$ cat src/hdl/dcdm_defs.svh
// Register offsets, field positions, reset values and counts of the descriptor data mover.
`ifndef DCDM_DEFS_SVH
`define DCDM_DEFS_SVH
// ----------------------------------------------------------------------------
// Register byte offsets
// ----------------------------------------------------------------------------
`define DCDM_REG_CTRL      12'h000
`define DCDM_REG_RX_BASE   12'h004
`define DCDM_REG_TX_BASE   12'h008
`define DCDM_REG_THRESH    12'h00c
`define DCDM_REG_WIN_BASE  12'h010
`define DCDM_REG_WIN_MASK  12'h014
`define DCDM_REG_WIN_PORT  12'h018
`define DCDM_REG_OUT_OFFS  12'h01c
`define DCDM_REG_STATUS    12'h020
`define DCDM_REG_COUNTS    12'h024
// ----------------------------------------------------------------------------
// Control register fields
// ----------------------------------------------------------------------------
`define DCDM_CTRL_RX_EN    0
`define DCDM_CTRL_TX_EN    1
`define DCDM_CTRL_GLOBAL   2
`define DCDM_CTRL_RX_COH   3
`define DCDM_CTRL_TX_COH   4
`define DCDM_CTRL_CLS_LSB  5
`define DCDM_CTRL_CLS_MSB  6
`define DCDM_CTRL_RESET    32'h0000_0000
`define DCDM_THRESH_RESET  32'h0000_0402
// ----------------------------------------------------------------------------
// Descriptor layout: low word control, high word buffer address
// ----------------------------------------------------------------------------
`define DCDM_D_OWN         31
`define DCDM_D_LAST        30
`define DCDM_D_WRAP        29
`define DCDM_D_LEN_MSB     15
`define DCDM_DESC_BYTES    32'h0000_0008
`define DCDM_WORD_BYTES    16'h0008
// ----------------------------------------------------------------------------
// Fabric ports
// ----------------------------------------------------------------------------
`define DCDM_PORT_LOCAL    2'h0
`define DCDM_PORT_OFFCHIP  2'h2
`endif

$ cat src/hdl/dcdm_pkg.sv
// Types shared by the descriptor data mover.
package dcdm_pkg;
  typedef enum logic [1:0] {
    DCDM_CLS_ATM,
    DCDM_CLS_MULTI,
    DCDM_CLS_FAST,
    DCDM_CLS_SERIAL
  } dcdm_class_t;

  typedef struct packed {
    logic        valid;
    logic        we;
    logic [31:0] addr;
    logic [63:0] wdata;
    logic        dir_tx;
  } dcdm_req_t;

  typedef struct packed {
    logic        valid;
    logic        we;
    logic [1:0]  port_id;
    logic [31:0] addr;
    logic [63:0] wdata;
    logic        snoop;
  } dcdm_mem_t;

  typedef struct packed {
    logic        last;
    logic [2:0]  nbytes_m1;
    logic [63:0] data;
  } dcdm_word_t;

  typedef enum {RX_IDLE, RX_FETCH, RX_MOVE, RX_CLOSE} dcdm_rx_state_t;
  typedef enum {TX_IDLE, TX_POLL, TX_LOAD, TX_CLOSE} dcdm_tx_state_t;
endpackage

$ cat src/hdl/dcdm_data_mover.sv
// Descriptor-driven receive and transmit data mover with address translation and snoop control.
// Overview of operation
// - Receive bytes are parity decoded and unit ends delineated before buffering.
// - Received bytes become parallel words written into the receive FIFO.
// - Receive FIFO level reaching threshold raises a service request.
// - Service fetches the next receive descriptor from the programmed table pointer.
// - Staged words are written to the buffer, then the descriptor is closed.
// - A stored complete packet pulses the core event output.
// - Units longer than a buffer continue into further receive descriptors.
// - Transmit starts at the table pointer and polls the ready flag.
// - A ready buffer is read by DMA into the transmit FIFO.
// - Transmit FIFO draining to its low threshold requests more data.
// - Transmit words are serialized, encoded with parity and sent out.
// - Transmit continues across descriptors until the unit's last one is sent.
// - Window hits map the address to a fabric port and local address.
// - Off-chip destination ports add the outbound offset to the local address.
// - Receive bytes are packed into 64-bit words.
// - Transmit 64-bit words are unpacked into bytes.
// - Descriptor accesses use the same translation as data accesses.
// - Snoop is asserted only for global transactions.
// - ATM traffic coherency follows per-direction connection bits.
// - Multichannel traffic coherency follows the channel transfer state bits; the code uses the receive coherency bit for both directions.
// - Fast and serial traffic coherency follows per-direction function code bits.
//
// Local design decisions: the register addresses and the APB slave port.
`timescale 1ns/10ps
`include "dcdm_defs.svh"
module dcdm_data_mover #(
  parameter int RX_DEPTH  = 16,
  parameter int TX_DEPTH  = 16,
  parameter int RING      = 64,
  parameter int BYTE_GAP  = 4,
  parameter int POLL_GAP  = 64
) (
  input  wire logic              clk,
  input  wire logic              rst,
  input  wire logic              ce,
  input  wire logic [11:0]       paddr,
  input  wire logic              psel,
  input  wire logic              penable,
  input  wire logic              pwrite,
  input  wire logic [31:0]       pwdata,
  output logic                   pready,
  output logic [31:0]            prdata,
  output logic                   pslverr,
  input  wire logic [7:0]        rx_line_data,
  input  wire logic              rx_line_parity,
  input  wire logic              rx_line_end,
  input  wire logic              rx_line_strobe,
  output logic [7:0]             tx_line_data,
  output logic                   tx_line_parity,
  output logic                   tx_line_end,
  output logic                   tx_line_strobe,
  output dcdm_pkg::dcdm_mem_t    mem_o,
  input  wire logic              mem_ack,
  input  wire logic [63:0]       mem_rdata,
  output logic                   core_rx_event
);
  localparam int RXAW = $clog2(RX_DEPTH);
  localparam int TXAW = $clog2(TX_DEPTH);
  localparam int IW   = $clog2(RING);

  // --------------------------------------------------------------------------
  // Registers and APB slave
  // --------------------------------------------------------------------------
  logic [31:0] ctrl_q, rx_base_q, tx_base_q, thresh_q;
  logic [31:0] win_base_q, win_mask_q, win_port_q, out_offs_q;
  logic [15:0] parity_err_q, rx_units_q;
  logic [IW-1:0] rx_idx_q, tx_idx_q;
  logic [RXAW:0] rx_level;
  logic [TXAW:0] tx_level;
  logic          apb_wr;

  assign pready  = 1'b1;
  assign apb_wr  = psel & penable & pwrite;

  always_ff @(posedge clk) begin
    if (rst) begin
      ctrl_q     <= `DCDM_CTRL_RESET;
      rx_base_q  <= 32'h0000_0000;
      tx_base_q  <= 32'h0000_0000;
      thresh_q   <= `DCDM_THRESH_RESET;
      win_base_q <= 32'h0000_0000;
      win_mask_q <= 32'h0000_0000;
      win_port_q <= 32'h0000_0000;
      out_offs_q <= 32'h0000_0000;
    end else if (ce && apb_wr) begin
      unique case (paddr)
        `DCDM_REG_CTRL:     ctrl_q     <= pwdata;
        `DCDM_REG_RX_BASE:  rx_base_q  <= pwdata;
        `DCDM_REG_TX_BASE:  tx_base_q  <= pwdata;
        `DCDM_REG_THRESH:   thresh_q   <= pwdata;
        `DCDM_REG_WIN_BASE: win_base_q <= pwdata;
        `DCDM_REG_WIN_MASK: win_mask_q <= pwdata;
        `DCDM_REG_WIN_PORT: win_port_q <= pwdata;
        `DCDM_REG_OUT_OFFS: out_offs_q <= pwdata;
        default: ;
      endcase
    end
  end

  // Reads are answered in the access phase with no wait state.
  always_comb begin
    pslverr = 1'b0;
    prdata  = 32'h0000_0000;
    unique case (paddr)
      `DCDM_REG_CTRL:     prdata = ctrl_q;
      `DCDM_REG_RX_BASE:  prdata = rx_base_q;
      `DCDM_REG_TX_BASE:  prdata = tx_base_q;
      `DCDM_REG_THRESH:   prdata = thresh_q;
      `DCDM_REG_WIN_BASE: prdata = win_base_q;
      `DCDM_REG_WIN_MASK: prdata = win_mask_q;
      `DCDM_REG_WIN_PORT: prdata = win_port_q;
      `DCDM_REG_OUT_OFFS: prdata = out_offs_q;
      `DCDM_REG_STATUS:   prdata = {8'(rx_idx_q), 8'(tx_idx_q), 8'(rx_level), 8'(tx_level)};
      `DCDM_REG_COUNTS:   prdata = {rx_units_q, parity_err_q};
      default:            pslverr = psel & penable;
    endcase
  end

  // --------------------------------------------------------------------------
  // Receive line: synchroniser, decode and packing
  // --------------------------------------------------------------------------
  logic [10:0] rx_s1_q, rx_s2_q;
  logic        rx_stb_seen_q;
  logic        rx_byte;
  logic [63:0] pack_q;
  logic [2:0]  pack_cnt_q;
  dcdm_pkg::dcdm_word_t rx_mem [RX_DEPTH];
  logic [RXAW:0] rx_wp_q, rx_rp_q;
  logic          rx_push, rx_pop, rx_full, rx_empty;
  logic [RXAW:0] rx_end_cnt_q;
  dcdm_pkg::dcdm_word_t rx_head;

  always_ff @(posedge clk) begin
    if (rst) begin
      rx_s1_q <= 11'h000;
      rx_s2_q <= 11'h000;
    end else if (ce) begin
      rx_s1_q <= {rx_line_strobe, rx_line_end, rx_line_parity, rx_line_data};
      rx_s2_q <= rx_s1_q;
    end
  end

  // Each byte is marked by a toggle of the strobe, so the byte fields are stable when seen.
  assign rx_byte = (rx_s2_q[10] != rx_stb_seen_q) && (^rx_s2_q[8:0] == 1'b0) && !rx_full;
  assign rx_push = rx_byte && (rx_s2_q[9] || pack_cnt_q == 3'h7);
  assign rx_full  = (rx_wp_q[RXAW] != rx_rp_q[RXAW]) && (rx_wp_q[RXAW-1:0] == rx_rp_q[RXAW-1:0]);
  assign rx_empty = rx_wp_q == rx_rp_q;
  assign rx_level = rx_wp_q - rx_rp_q;
  assign rx_head  = rx_mem[rx_rp_q[RXAW-1:0]];

  // A byte arriving while the FIFO is full is held back until space appears.
  always_ff @(posedge clk) begin
    if (rst) begin
      rx_stb_seen_q <= 1'b0;
      pack_q        <= 64'h0;
      pack_cnt_q    <= 3'h0;
      parity_err_q  <= 16'h0000;
    end else if (ce && rx_s2_q[10] != rx_stb_seen_q) begin
      if (^rx_s2_q[8:0] != 1'b0) begin
        rx_stb_seen_q <= rx_s2_q[10];
        parity_err_q  <= parity_err_q + 16'h0001;
      end else if (!rx_full) begin
        rx_stb_seen_q <= rx_s2_q[10];
        pack_q        <= rx_push ? 64'h0 : pack_q | (64'(rx_s2_q[7:0]) << (pack_cnt_q*8));
        pack_cnt_q    <= rx_s2_q[9] ? 3'h0 : pack_cnt_q + 3'h1;
      end
    end
  end

  always_ff @(posedge clk) begin
    if (rst) begin
      rx_wp_q <= '0;
    end else if (ce && rx_push) begin
      rx_mem[rx_wp_q[RXAW-1:0]] <= '{last: rx_s2_q[9], nbytes_m1: pack_cnt_q,
                                     data: pack_q | (64'(rx_s2_q[7:0]) << (pack_cnt_q*8))};
      rx_wp_q <= rx_wp_q + 1'b1;
    end
  end

  // Counting queued unit ends lets a short unit be serviced below the threshold.
  always_ff @(posedge clk) begin
    if (rst) begin
      rx_end_cnt_q <= '0;
    end else if (ce) begin
      rx_end_cnt_q <= rx_end_cnt_q + (rx_push && rx_s2_q[9]) - (rx_pop && rx_head.last);
    end
  end

  // --------------------------------------------------------------------------
  // Receive descriptor engine
  // --------------------------------------------------------------------------
  dcdm_pkg::dcdm_rx_state_t rx_st_q;
  dcdm_pkg::dcdm_req_t      rx_req;
  logic [31:0] rx_buf_q;
  logic [15:0] rx_len_q, rx_off_q, rx_off_nx;
  logic        rx_wrap_q, rx_last_q, rx_ack, rx_service;
  logic [31:0] rx_desc_addr;

  assign rx_desc_addr = rx_base_q + 32'(rx_idx_q) * `DCDM_DESC_BYTES;
  assign rx_service   = (rx_level >= (RXAW+1)'(thresh_q[7:0])) || (rx_end_cnt_q != '0);
  assign rx_off_nx    = rx_off_q + 16'(rx_head.nbytes_m1) + 16'h0001;
  assign rx_pop       = rx_ack && rx_st_q == dcdm_pkg::RX_MOVE;

  always_comb begin
    rx_req = '0;
    unique case (rx_st_q)
      dcdm_pkg::RX_FETCH: begin
        rx_req.valid = 1'b1;
        rx_req.addr  = rx_desc_addr;
      end
      dcdm_pkg::RX_MOVE: begin
        rx_req.valid = !rx_empty;
        rx_req.we    = 1'b1;
        rx_req.addr  = rx_buf_q + 32'(rx_off_q);
        rx_req.wdata = rx_head.data;
      end
      dcdm_pkg::RX_CLOSE: begin
        rx_req.valid = 1'b1;
        rx_req.we    = 1'b1;
        rx_req.addr  = rx_desc_addr;
        rx_req.wdata = {rx_buf_q, 1'b0, rx_last_q, rx_wrap_q, 13'h0000, rx_off_q};
      end
      default: ;
    endcase
  end

  always_ff @(posedge clk) begin
    if (rst) begin
      rx_st_q       <= dcdm_pkg::RX_IDLE;
      rx_idx_q      <= '0;
      rx_buf_q      <= 32'h0000_0000;
      rx_len_q      <= 16'h0000;
      rx_off_q      <= 16'h0000;
      rx_wrap_q     <= 1'b0;
      rx_last_q     <= 1'b0;
      rx_rp_q       <= '0;
      core_rx_event <= 1'b0;
      rx_units_q    <= 16'h0000;
    end else if (ce) begin
      core_rx_event <= 1'b0;
      unique case (rx_st_q)
        dcdm_pkg::RX_IDLE:
          if (ctrl_q[`DCDM_CTRL_RX_EN] && rx_service) rx_st_q <= dcdm_pkg::RX_FETCH;
        dcdm_pkg::RX_FETCH:
          if (rx_ack) begin
            // A descriptor still owned by software is retried on the next service pass.
            if (mem_rdata[`DCDM_D_OWN]) begin
              rx_buf_q  <= mem_rdata[63:32];
              rx_len_q  <= mem_rdata[`DCDM_D_LEN_MSB:0];
              rx_wrap_q <= mem_rdata[`DCDM_D_WRAP];
              rx_off_q  <= 16'h0000;
              rx_st_q   <= dcdm_pkg::RX_MOVE;
            end else begin
              rx_st_q   <= dcdm_pkg::RX_IDLE;
            end
          end
        dcdm_pkg::RX_MOVE:
          if (rx_ack) begin
            rx_rp_q  <= rx_rp_q + 1'b1;
            rx_off_q <= rx_off_nx;
            if (rx_head.last) begin
              rx_last_q <= 1'b1;
              rx_st_q   <= dcdm_pkg::RX_CLOSE;
            end else if (rx_off_nx + `DCDM_WORD_BYTES > rx_len_q) begin
              rx_st_q   <= dcdm_pkg::RX_CLOSE;
            end
          end
        dcdm_pkg::RX_CLOSE:
          if (rx_ack) begin
            rx_idx_q      <= (rx_wrap_q || rx_idx_q == IW'(RING-1)) ? '0 : rx_idx_q + 1'b1;
            core_rx_event <= rx_last_q;
            rx_units_q    <= rx_units_q + 16'(rx_last_q);
            rx_last_q     <= 1'b0;
            rx_st_q       <= dcdm_pkg::RX_IDLE;
          end
      endcase
    end
  end

  // --------------------------------------------------------------------------
  // Transmit descriptor engine and FIFO
  // --------------------------------------------------------------------------
  dcdm_pkg::dcdm_tx_state_t tx_st_q;
  dcdm_pkg::dcdm_req_t      tx_req;
  dcdm_pkg::dcdm_word_t     tx_mem [TX_DEPTH];
  logic [TXAW:0] tx_wp_q, tx_rp_q;
  logic          tx_full, tx_empty, tx_pop, tx_ack, tx_refill_q, tx_last_q, tx_wrap_q;
  logic [31:0]   tx_buf_q, tx_desc_addr;
  logic [15:0]   tx_len_q, tx_off_q, tx_rem;
  logic [15:0]   tx_gap_q;

  assign tx_full      = (tx_wp_q[TXAW] != tx_rp_q[TXAW]) && (tx_wp_q[TXAW-1:0] == tx_rp_q[TXAW-1:0]);
  assign tx_empty     = tx_wp_q == tx_rp_q;
  assign tx_level     = tx_wp_q - tx_rp_q;
  assign tx_desc_addr = tx_base_q + 32'(tx_idx_q) * `DCDM_DESC_BYTES;
  assign tx_rem       = tx_len_q - tx_off_q;

  // Refill starts at the low mark and runs until the FIFO is full, giving whole bursts.
  always_ff @(posedge clk) begin
    if (rst) begin
      tx_refill_q <= 1'b1;
    end else if (ce) begin
      if (tx_level <= (TXAW+1)'(thresh_q[15:8])) begin
        tx_refill_q <= 1'b1;
      end else if (tx_full) begin
        tx_refill_q <= 1'b0;
      end
    end
  end

  always_comb begin
    tx_req        = '0;
    tx_req.dir_tx = 1'b1;
    unique case (tx_st_q)
      dcdm_pkg::TX_POLL: begin
        tx_req.valid = 1'b1;
        tx_req.addr  = tx_desc_addr;
      end
      dcdm_pkg::TX_LOAD: begin
        tx_req.valid = tx_refill_q && !tx_full;
        tx_req.addr  = tx_buf_q + 32'(tx_off_q);
      end
      dcdm_pkg::TX_CLOSE: begin
        tx_req.valid = 1'b1;
        tx_req.we    = 1'b1;
        tx_req.addr  = tx_desc_addr;
        tx_req.wdata = {tx_buf_q, 1'b0, tx_last_q, tx_wrap_q, 13'h0000, tx_len_q};
      end
      default: ;
    endcase
  end

  always_ff @(posedge clk) begin
    if (rst) begin
      tx_st_q   <= dcdm_pkg::TX_IDLE;
      tx_idx_q  <= '0;
      tx_buf_q  <= 32'h0000_0000;
      tx_len_q  <= 16'h0000;
      tx_off_q  <= 16'h0000;
      tx_last_q <= 1'b0;
      tx_wrap_q <= 1'b0;
      tx_gap_q  <= 16'h0000;
      tx_wp_q   <= '0;
    end else if (ce) begin
      unique case (tx_st_q)
        dcdm_pkg::TX_IDLE:
          if (tx_gap_q != 16'h0000) begin
            tx_gap_q <= tx_gap_q - 16'h0001;
          end else if (ctrl_q[`DCDM_CTRL_TX_EN]) begin
            tx_st_q  <= dcdm_pkg::TX_POLL;
          end
        dcdm_pkg::TX_POLL:
          if (tx_ack) begin
            if (mem_rdata[`DCDM_D_OWN] && mem_rdata[`DCDM_D_LEN_MSB:0] != 16'h0000) begin
              tx_buf_q  <= mem_rdata[63:32];
              tx_len_q  <= mem_rdata[`DCDM_D_LEN_MSB:0];
              tx_last_q <= mem_rdata[`DCDM_D_LAST];
              tx_wrap_q <= mem_rdata[`DCDM_D_WRAP];
              tx_off_q  <= 16'h0000;
              tx_st_q   <= dcdm_pkg::TX_LOAD;
            end else begin
              tx_gap_q  <= 16'(POLL_GAP);
              tx_st_q   <= dcdm_pkg::TX_IDLE;
            end
          end
        dcdm_pkg::TX_LOAD:
          if (tx_ack) begin
            tx_mem[tx_wp_q[TXAW-1:0]] <= '{last: tx_last_q && tx_rem <= `DCDM_WORD_BYTES,
                                           nbytes_m1: (tx_rem < `DCDM_WORD_BYTES) ?
                                             3'(tx_rem - 16'h0001) : 3'h7,
                                           data: mem_rdata};
            tx_wp_q  <= tx_wp_q + 1'b1;
            tx_off_q <= tx_off_q + `DCDM_WORD_BYTES;
            if (tx_rem <= `DCDM_WORD_BYTES) tx_st_q <= dcdm_pkg::TX_CLOSE;
          end
        dcdm_pkg::TX_CLOSE:
          if (tx_ack) begin
            tx_idx_q <= (tx_wrap_q || tx_idx_q == IW'(RING-1)) ? '0 : tx_idx_q + 1'b1;
            tx_st_q  <= dcdm_pkg::TX_IDLE;
          end
      endcase
    end
  end

  // --------------------------------------------------------------------------
  // Transmit serializer
  // --------------------------------------------------------------------------
  dcdm_pkg::dcdm_word_t ser_q;
  logic [2:0]  ser_cnt_q;
  logic        ser_busy_q;
  logic [15:0] ser_gap_q;

  assign tx_pop = !ser_busy_q && !tx_empty;

  always_ff @(posedge clk) begin
    if (rst) begin
      ser_q          <= '0;
      ser_cnt_q      <= 3'h0;
      ser_busy_q     <= 1'b0;
      ser_gap_q      <= 16'h0000;
      tx_rp_q        <= '0;
      tx_line_data   <= 8'h00;
      tx_line_parity <= 1'b0;
      tx_line_end    <= 1'b0;
      tx_line_strobe <= 1'b0;
    end else if (ce) begin
      if (tx_pop) begin
        ser_q      <= tx_mem[tx_rp_q[TXAW-1:0]];
        tx_rp_q    <= tx_rp_q + 1'b1;
        ser_cnt_q  <= 3'h0;
        ser_busy_q <= 1'b1;
      end else if (ser_busy_q) begin
        if (ser_gap_q != 16'h0000) begin
          ser_gap_q <= ser_gap_q - 16'h0001;
        end else begin
          tx_line_data   <= ser_q.data[ser_cnt_q*8 +: 8];
          tx_line_parity <= ^ser_q.data[ser_cnt_q*8 +: 8];
          tx_line_end    <= ser_q.last && ser_cnt_q == ser_q.nbytes_m1;
          tx_line_strobe <= ~tx_line_strobe;
          ser_gap_q      <= 16'(BYTE_GAP - 1);
          ser_cnt_q      <= ser_cnt_q + 3'h1;
          if (ser_cnt_q == ser_q.nbytes_m1) ser_busy_q <= 1'b0;
        end
      end
    end
  end

  // --------------------------------------------------------------------------
  // Memory arbiter, address translation and coherency
  // --------------------------------------------------------------------------
  logic mem_sel_q;
  dcdm_pkg::dcdm_req_t win_req;
  logic        win_hit, snoop;
  logic [1:0]  port_id;
  logic [31:0] local_addr;

  assign win_req = rx_req.valid ? rx_req : tx_req;
  assign rx_ack  = mem_ack && mem_o.valid && !mem_sel_q;
  assign tx_ack  = mem_ack && mem_o.valid && mem_sel_q;

  // Descriptors and buffers go through the same window, so both may live across the fabric.
  always_comb begin
    win_hit    = (win_req.addr & win_mask_q) == (win_base_q & win_mask_q);
    port_id    = win_hit ? win_port_q[1:0] : `DCDM_PORT_LOCAL;
    local_addr = win_hit ? (win_req.addr & ~win_mask_q) : win_req.addr;
    if (port_id >= `DCDM_PORT_OFFCHIP) local_addr = local_addr + out_offs_q;
  end

  // Multichannel class takes the receive coherency bit for both directions; other classes use the per-direction bit.
  always_comb begin
    snoop = win_req.dir_tx ? ctrl_q[`DCDM_CTRL_TX_COH] : ctrl_q[`DCDM_CTRL_RX_COH];
    unique case (dcdm_pkg::dcdm_class_t'(ctrl_q[`DCDM_CTRL_CLS_MSB:`DCDM_CTRL_CLS_LSB]))
      dcdm_pkg::DCDM_CLS_MULTI: snoop = ctrl_q[`DCDM_CTRL_RX_COH];
      dcdm_pkg::DCDM_CLS_FAST, dcdm_pkg::DCDM_CLS_SERIAL: ;
      default: ;
    endcase
    snoop = snoop && ctrl_q[`DCDM_CTRL_GLOBAL];
  end

  always_ff @(posedge clk) begin
    if (rst) begin
      mem_o     <= '0;
      mem_sel_q <= 1'b0;
    end else if (ce) begin
      if (mem_o.valid) begin
        if (mem_ack) mem_o.valid <= 1'b0;
      end else if (win_req.valid) begin
        mem_o     <= '{valid: 1'b1, we: win_req.we, port_id: port_id, addr: local_addr,
                       wdata: win_req.wdata, snoop: snoop};
        mem_sel_q <= !rx_req.valid;
      end
    end
  end
endmodule

$ cat config.mk
export PLATFORM = sky130hd
export DESIGN_NAME = dcdm_data_mover
export DESIGN_NICKNAME = d
export VERILOG_FILES = /design/src/hdl/dcdm_pkg.sv /design/src/hdl/dcdm_data_mover.sv
export VERILOG_INCLUDE_DIRS = /design/src /design/src/hdl
export SDC_FILE = /design/constraint.sdc
export NUM_CORES = 2
export LEC_CHECK = 0
export BUFFER_PORTS_ARGS = -buffer_cell sky130_fd_sc_hd__buf_2
export CAP_MARGIN = 0
export CELL_PAD_IN_SITES_DETAIL_PLACEMENT = 1
export CELL_PAD_IN_SITES_GLOBAL_PLACEMENT = 1
export CORE_ASPECT_RATIO = 1.75
export CORE_MARGIN = 2
export CORE_UTILIZATION = 40
export CTS_BUF_LIST = sky130_fd_sc_hd__clkbuf_16
export DETAILED_ROUTE_END_ITERATION = 10
export HOLD_SLACK_MARGIN = 0.02
export PLACE_DENSITY = 0.61
export SYNTH_ARGS = -nofsm -noshare
export SYNTH_HDL_FRONTEND = slang
export SYNTH_SLANG_ARGS = --single-unit
$ cat constraint.sdc
create_clock -name clk -period 7.42 [get_ports clk]
set_clock_uncertainty 0.2 [all_clocks]
set_input_delay 0.371 -clock clk [delete_from_list [all_inputs] [get_ports clk]]
set_output_delay 0.371 -clock clk [all_outputs]
set_load 0.02 [all_outputs]
---- Word level (Yosys, flattened, before mapping) ----
Memories as Yosys holds them, arrays and structs flattened. A register that Yosys moved wholly into a read port is not among the register bits.
Index checks and enable logic that the tools add are counted.
cells by class
  magnitude comparators ................... 6
  equal/unequal tests ..................... 47
  mux-type cells .......................... 80
  add/sub/neg operators ................... 27
  shift operators ......................... 2
  reduce and logical (&&, ||, !) cells .... 80
  bitwise gates (word level) .............. 13
operators by type and width
  operator                 count
  $mux W32                 14
  $pmux W32 S10            1
  $pmux W32 S4             2
  $mux W16                 10
  $eq A32 B2 Y1 const B    4
  $mux W64                 2
  $pmux W32 S2             2
  $pmux W64 S2             1
  $mux W101                1
  $mux W99                 1
  $and A32 B32 Y32         3
  $pmux W16 S2             3
  $add A32 B16 Y32         2
  $add A32 B9 Y32          2
  $eq A32 B1 Y1 const B    2
  $logic_not A32 Y1        2
  $or A64 B64 Y64          1
  $shiftx A64 B7 Y8        1
  $shl A8 B6 Y64           1
  $eq A12 B5 Y1 const B    4
  $reduce_bool A16 Y1      3
  $add A16 B1 Y16 const B  2
  $add A16 B4 Y16 const B  2
  $add A32 B32 Y32         1
  other kinds (57)         188
word-level totals
  logic and storage cells ................. 308
  memories ................................ 2
  input port bits ......................... 126
  output and inout bits ................... 147
  RAM bits ................................ 2176
  register bits after elaboration ......... 762
memory list
  name    depth  bits a word  rd ports  clocked after Yosys merged registers in  write ports  line                    RTL
  rx_mem  16     68           1         1                                        1            dcdm_data_mover.sv:129  dcdm_pkg::dcdm_word_t rx_mem [RX_DEPTH];
  tx_mem  16     68           1         1                                        1            dcdm_data_mover.sv:287  dcdm_pkg::dcdm_word_t tx_mem [TX_DEPTH];

---- Depth between registers and ports, before layout ----
  word-level depth ........................ 13
  gate-level depth with buffers ........... 34

---- Least setup slack after synthesis ----
No wires, ideal clock.
  kind .................................... flip-flop to flip-flop
  start ................................... register rx_s2_q[6]
  end ..................................... memory rx_mem[3][0] (netlist name) (enable)
  path slack .............................. -0.477 ns
  setup time .............................. 0.578 ns
  buffers on the path ..................... 1
  cell stages (with the launch flop) ...... 12
  arrival ................................. 7.119 ns
  clock period less this slack ............ 7.897 ns
  cells stage by stage .................... dfxtp_1 buf_1 xnor2_1 xnor2_1 xnor2_1 xnor2_1 a211oi_1 nand2_1 or2_2 nor2_1 nand2_1 nor3_1
on the way
  word-level cells in the longest chain between the ends .. 9
ends and longest elaborated chain
  item                               line                    RTL
  from (decl)                        dcdm_data_mover.sv:124  logic [10:0] rx_s1_q, rx_s2_q;
  from (signal assigned)             dcdm_data_mover.sv:141  rx_s2_q <= rx_s1_q;
  $reduce_xor A9 Y1                  dcdm_data_mover.sv:146  assign rx_byte = (rx_s2_q[10] != rx_stb_seen_q) && (^rx_s2_q[8:0] == 1'b0) && !rx_full;
  $not A1 Y1 (no source line)        n/a
  $logic_and A1 B1 Y1 (2 in series)  dcdm_data_mover.sv:146
  $logic_and A1 B1 Y1                dcdm_data_mover.sv:147  assign rx_push = rx_byte && (rx_s2_q[9] || pack_cnt_q == 3'h7);
  $logic_and A1 B1 Y1                dcdm_data_mover.sv:175  end else if (ce && rx_push) begin
  $mux W1                            dcdm_data_mover.sv:175
  $mux W1                            dcdm_data_mover.sv:173  if (rst) begin
  $mux W1 (implied by the code)      dcdm_data_mover.sv:176  rx_mem[rx_wp_q[RXAW-1:0]] <= '{last: rx_s2_q[9], nbytes_m1: pack_cnt_q,
  to (decl)                          dcdm_data_mover.sv:129
No other way between the ends.

---- Final worst setup path ----
  start ................................... register rx_wp_q[0]
  end ..................................... register mem_o[96] (netlist name)
on the way
  word-level cells in the longest chain between the ends .. 9
ends and longest elaborated chain
  item                                                     line                    RTL
  from (decl)                                              dcdm_data_mover.sv:130  logic [RXAW:0] rx_wp_q, rx_rp_q;
  from (signal assigned)                                   dcdm_data_mover.sv:178  rx_wp_q <= rx_wp_q + 1'b1;
  $eq A5 B5 Y1 (*)                                         dcdm_data_mover.sv:149  assign rx_empty = rx_wp_q == rx_rp_q;
  $logic_not A1 Y1 (*)                                     dcdm_data_mover.sv:214  rx_req.valid = !rx_empty;
  $pmux W1 S2 (*)                                          dcdm_data_mover.sv:208  unique case (rx_st_q)
  $mux W99 (*)                                             dcdm_data_mover.sv:439  assign win_req = rx_req.valid ? rx_req : tx_req;
  $and A32 B32 Y32                                         dcdm_data_mover.sv:445  win_hit = (win_req.addr & win_mask_q) == (win_base_q & win_mask_q);
  $eq A32 B32 Y1                                           dcdm_data_mover.sv:445
  $mux W32 / $mux W2 (equally long branches)               n/a
  $add A32 B32 Y32 / $ge A2 B2 Y1 (equally long branches)  n/a
  $mux W32                                                 dcdm_data_mover.sv:448  if (port_id >= `DCDM_PORT_OFFCHIP) local_addr = local_addr + out_offs_q;
  to (signal assigned)                                     dcdm_data_mover.sv:470  mem_o <= '{valid: 1'b1, we: win_req.we, port_id: port_id, addr: local_addr,
  to (decl)                                                dcdm_data_mover.sv:54   output dcdm_pkg::dcdm_mem_t mem_o,
Mark *: on every way between the ends. The rest lies on a longest branch, timed or not.
A chain may end at the register's enable or synchronous reset.

==> summary.md <==
| Metric | Value |
|---|---|
| Status | finished, final reports clean |
| IO buf count | between 200 and 300 |
| Max-cap violations | 0 |
| Arr. time, crit path | 7.83 ns |
| GRT Util Overall | 29.3% |
| Cell Count Post-Placement | 12900 |
| Slew margin rel. | 12.4% |
| DRT Pass-1 Iters | 5 |
| Worst vdd ir | 0.199 mV |
| Gp weighted congestion | 0.992 |
| Die ar. | 312000 sq um |
| Reg clk slew, reported paths | 0.07 ns |
| Largest net degree at the start of global routing | 150 |
| Worst r2r dst | mem_o[96] |
| Hold Path Origin | rx_line_parity |
| Total Routed Length | about 460 mm |
| Num CTS Buffers | roughly 290 |
| Syn_nets | between 8000 and 9000 |
| Routed len/inst | 34.2 um |
| Largest cells by area after synthesis | edfxtp_1 (53%), mux4_2 (13%), dfxtp_1 (13%) |
| Avg Cell Area, Syn | roughly 15 sq um |
| Iteration-0 DRC Markers | 6942 |
| Flop-to-flop setup slack | 0.21 ns |
| WP data required | 8.03 ns |
| Syn Inst Count | 8411 |
| Row cnt | 269 |
| Synth Register Bits | 2947 |
| CP Launch Point | rx_wp_q[0] |
| Setup crit end kind | register |
| Synth area leader | edfxtp_1 |
| Fin crit period | 7.21 ns |
| Vias in the first global route | 84500 |
| Final Hold Viols | 0 |
| Leak pwr | approximately 48 nW |
| Worst setup SP type | register |
| Post-synth top flop | edfxtp_1 |
| Share of layout cells above drive strength 1 | 24.0% |
| Nets | between 9000 and 10000 |
| Pwr Total | ~0.033 W |
| CTS Sinks | 2947 |
| Worst skew pair latency | between 0.9 and 1 ns |
| Initial antenna violation count | 29 |
| Post-route insts no fill | 13500 |
| Vias/cell | 5.94 |
| Final period util | 97.2% |
| Worst Reg2Reg Path Length in Cells | 33 |
| Pwr Density | ~230 nW/um^2 |
| Worst-path fanout max | 20 |
| IO Count | 273 |
| Detailed-route via count | 80400 |
| Critical path class | register to register |
| Area grow syn2layout | 17.4% |
| Fillers | between 30000 and 40000 |
| Crit path capture | mem_o[96] |
| Grt total ovfl | 0 |
| RR Startpoint | rx_wp_q[0] |
| Finish-stage setup viols | 0 |
| H-tree levels | 5 |
| FFs w/ async S/R, synth | 0% |
| HPWL Detailed | 300 mm |
| Actual slew at the worst max-slew pin | 1.31 ns |
| Detail Route Antenna Nets | 0 |
| Final Slew Violations | 0 |
| Root buffer cell | clkbuf_16 |
| Post-synth EDFFs | 2176 |
| Die W | around 420 um |
| Final Util | between 40 and 50% |
| Core Region | 306000 sq um |
| RSZ-0062 raised after global routing | yes |
| Yosys top cell area share | 53.2% |
| Slowest stage cell, crit path | o311ai_4 |
| Synth Cell Area | 123000 sq um |
| Die height | 737 um |
| Sequential fraction of the synthesis area | 65.8% |
| Drt drc | 0 |
| Class of the worst hold path | primary input to register |
| Initial Util | 40.1% |
| Synth warn | 0 |
| Max frequency | 0.139 GHz |
| First-pass GRT wire length | 645 mm |
| CP max stage delay | around 0.4 ns |
| CTS tree | built |
| Maximum root-to-sink buffer count | 4 |
| Synth cell types | 90 |
| Critical path's most frequent cell | buf_4 |
-- cell type report --
| type | count | area (sq um) | area share [%] |
|---|---|---|---|
| sequential | 2947 | 80800 | 56.1 |
| multi-input combinational | 4798 | 40200 | 27.9 |
| antenna | 16 | 40.0 | 0.0278 |
| timing repair buffer | 1087 | 8460 | 5.87 |
| clock inverter | 216 | 1650 | 1.15 |
| tap | 4065 | 5090 | 3.53 |
| inverter | 117 | 444 | 0.308 |
| clock buffer | 296 | 7410 | 5.14 |
-- how the worst min path moves through the flow --
stage | to | slack (ns) | depth (start not counted)
floorplan | rx_len_q[10] | 0.23 | 2
global placement | ser_q[2] | 0.24 | 2
detailed placement | tx_line_parity | 0.25 | 2
CTS | rx_s1_q[9] | 0.03 | 4
global route | rx_s1_q[9] | 0.12 | 4
finish | rx_s1_q[8] | 0.08 | 4
-- Yosys cell counts (all sizes together), types with 10 or more instances --
library cell / instances
edfxtp: 2176
nand2: 1105
dfxtp: 771
a21oi: 719
mux4: 696
nor2: 477
clkbuf: 423
ha: 153
xnor2: 138
buf: 126
inv: 117
o21ai: 115
xor2: 108
a22oi: 98
nor3: 98
nand3: 95
a21o: 93
a211oi: 92
nand4: 74
and3: 50
mux2i: 49
nand2b: 47
a222oi: 44
a31oi: 38
nor4: 35
a221oi: 33
or3: 33
a22o: 32
o211ai: 29
o21a: 27
or2: 27
and2: 26
nor3b: 20
nor2b: 19
o21bai: 15
a21boi: 13
a311oi: 13
mux2: 13
a2111oi: 12
and4: 10
o2111ai: 10
o31ai: 10
-- sequential cells by signal, indices dropped and copies added (netlist names), 64 cells and up, named ones only --
name,flops
tx_mem,1088
rx_mem,1088
pack_q,64
ser_q,68
mem_o,101
-- metal layers --
metal / part of all wire [%] / track usage, % / vias to the layer above
met3: 5.3 / 4.58 / 1024
met5: 0.020 / 0 / -
li1: - / - / 34000
met1: 35 / 32.3 / 42500
met4: 7.5 / 18.7 / 14
met2: 52 / 52.5 / 2916
-- through the flow --
stage	worst slack (ns)	area [sq um]	TNS [ns]	hold WS (ns)
after floorplan	-0.476	123000	-97.14	0.232
after global placement	-0.954	133000	-8.63	0.239
after detailed placement	-0.825	133000	-7.28	0.247
after CTS	-0.0253	144000	-0.0253	0.0318
after global routing	-0.136	144000	-0.222	0.116
final	0.206	144000	0	0.0802
-- where the power goes --
| group | leakage (nW) | total, W | switching, W | internal [W] |
|---|---|---|---|---|
| logic | 16.9 | 0.000639 | 0.000456 | 0.000183 |
| registers | 26.2 | 0.0176 | 0.0000448 | 0.0176 |
| clock network | 4.66 | 0.0145 | 0.00646 | 0.00806 |
-- worst max-delay path: cells and delay by family (launching register included) --
| family | cells | cell delay, ns |
|---|---|---|
| adders and majority gates | 2 | 0.62 |
| and+or+nand+nor | 8 | 1.45 |
| AOI/OAI and AO/OA | 13 | 2.71 |
| buffers and inverters | 7 | 1.10 |
| xor gates and xnor gates | 3 | 0.69 |
| DFF | 1 | 0.33 |
-- logic make-up after synthesis --
kind of cell / after synthesis / share of synthesized area, %
simple gates: 2149 / 7.63
compound gates: 1481 / 7.66
buf+inv: 666 / 2.16
xor+xnor: 246 / 1.75
flops: 2947 / 65.8
mux: 758 / 13.3
fa+ha+maj: 162 / 1.70
other cells: 2 / 0.00612
-- cell usage in the layout (no fill, tap or decap), types with 185 or more instances in the layout --
cell,netlist,final
dfxtp_1,771,751
buf_2,11,269
nand2_1,1105,1095
inv_1,116,185
mux4_2,696,696
clkbuf_16,0,297
nor2_1,477,443
buf_4,33,636
edfxtp_1,2176,2176
a21oi_1,719,710
-- repair_timing --
item                       in CTS  in global routing
pin swaps                       8                 48
hold endpoints to repair     1426                  0
cloned                          0                  1
hold buffers                  124                  0
resized for setup              42                 84
buffers inserted                2                 11
setup endpoints to repair      17                 16
(Power assumes the default switching activity.)
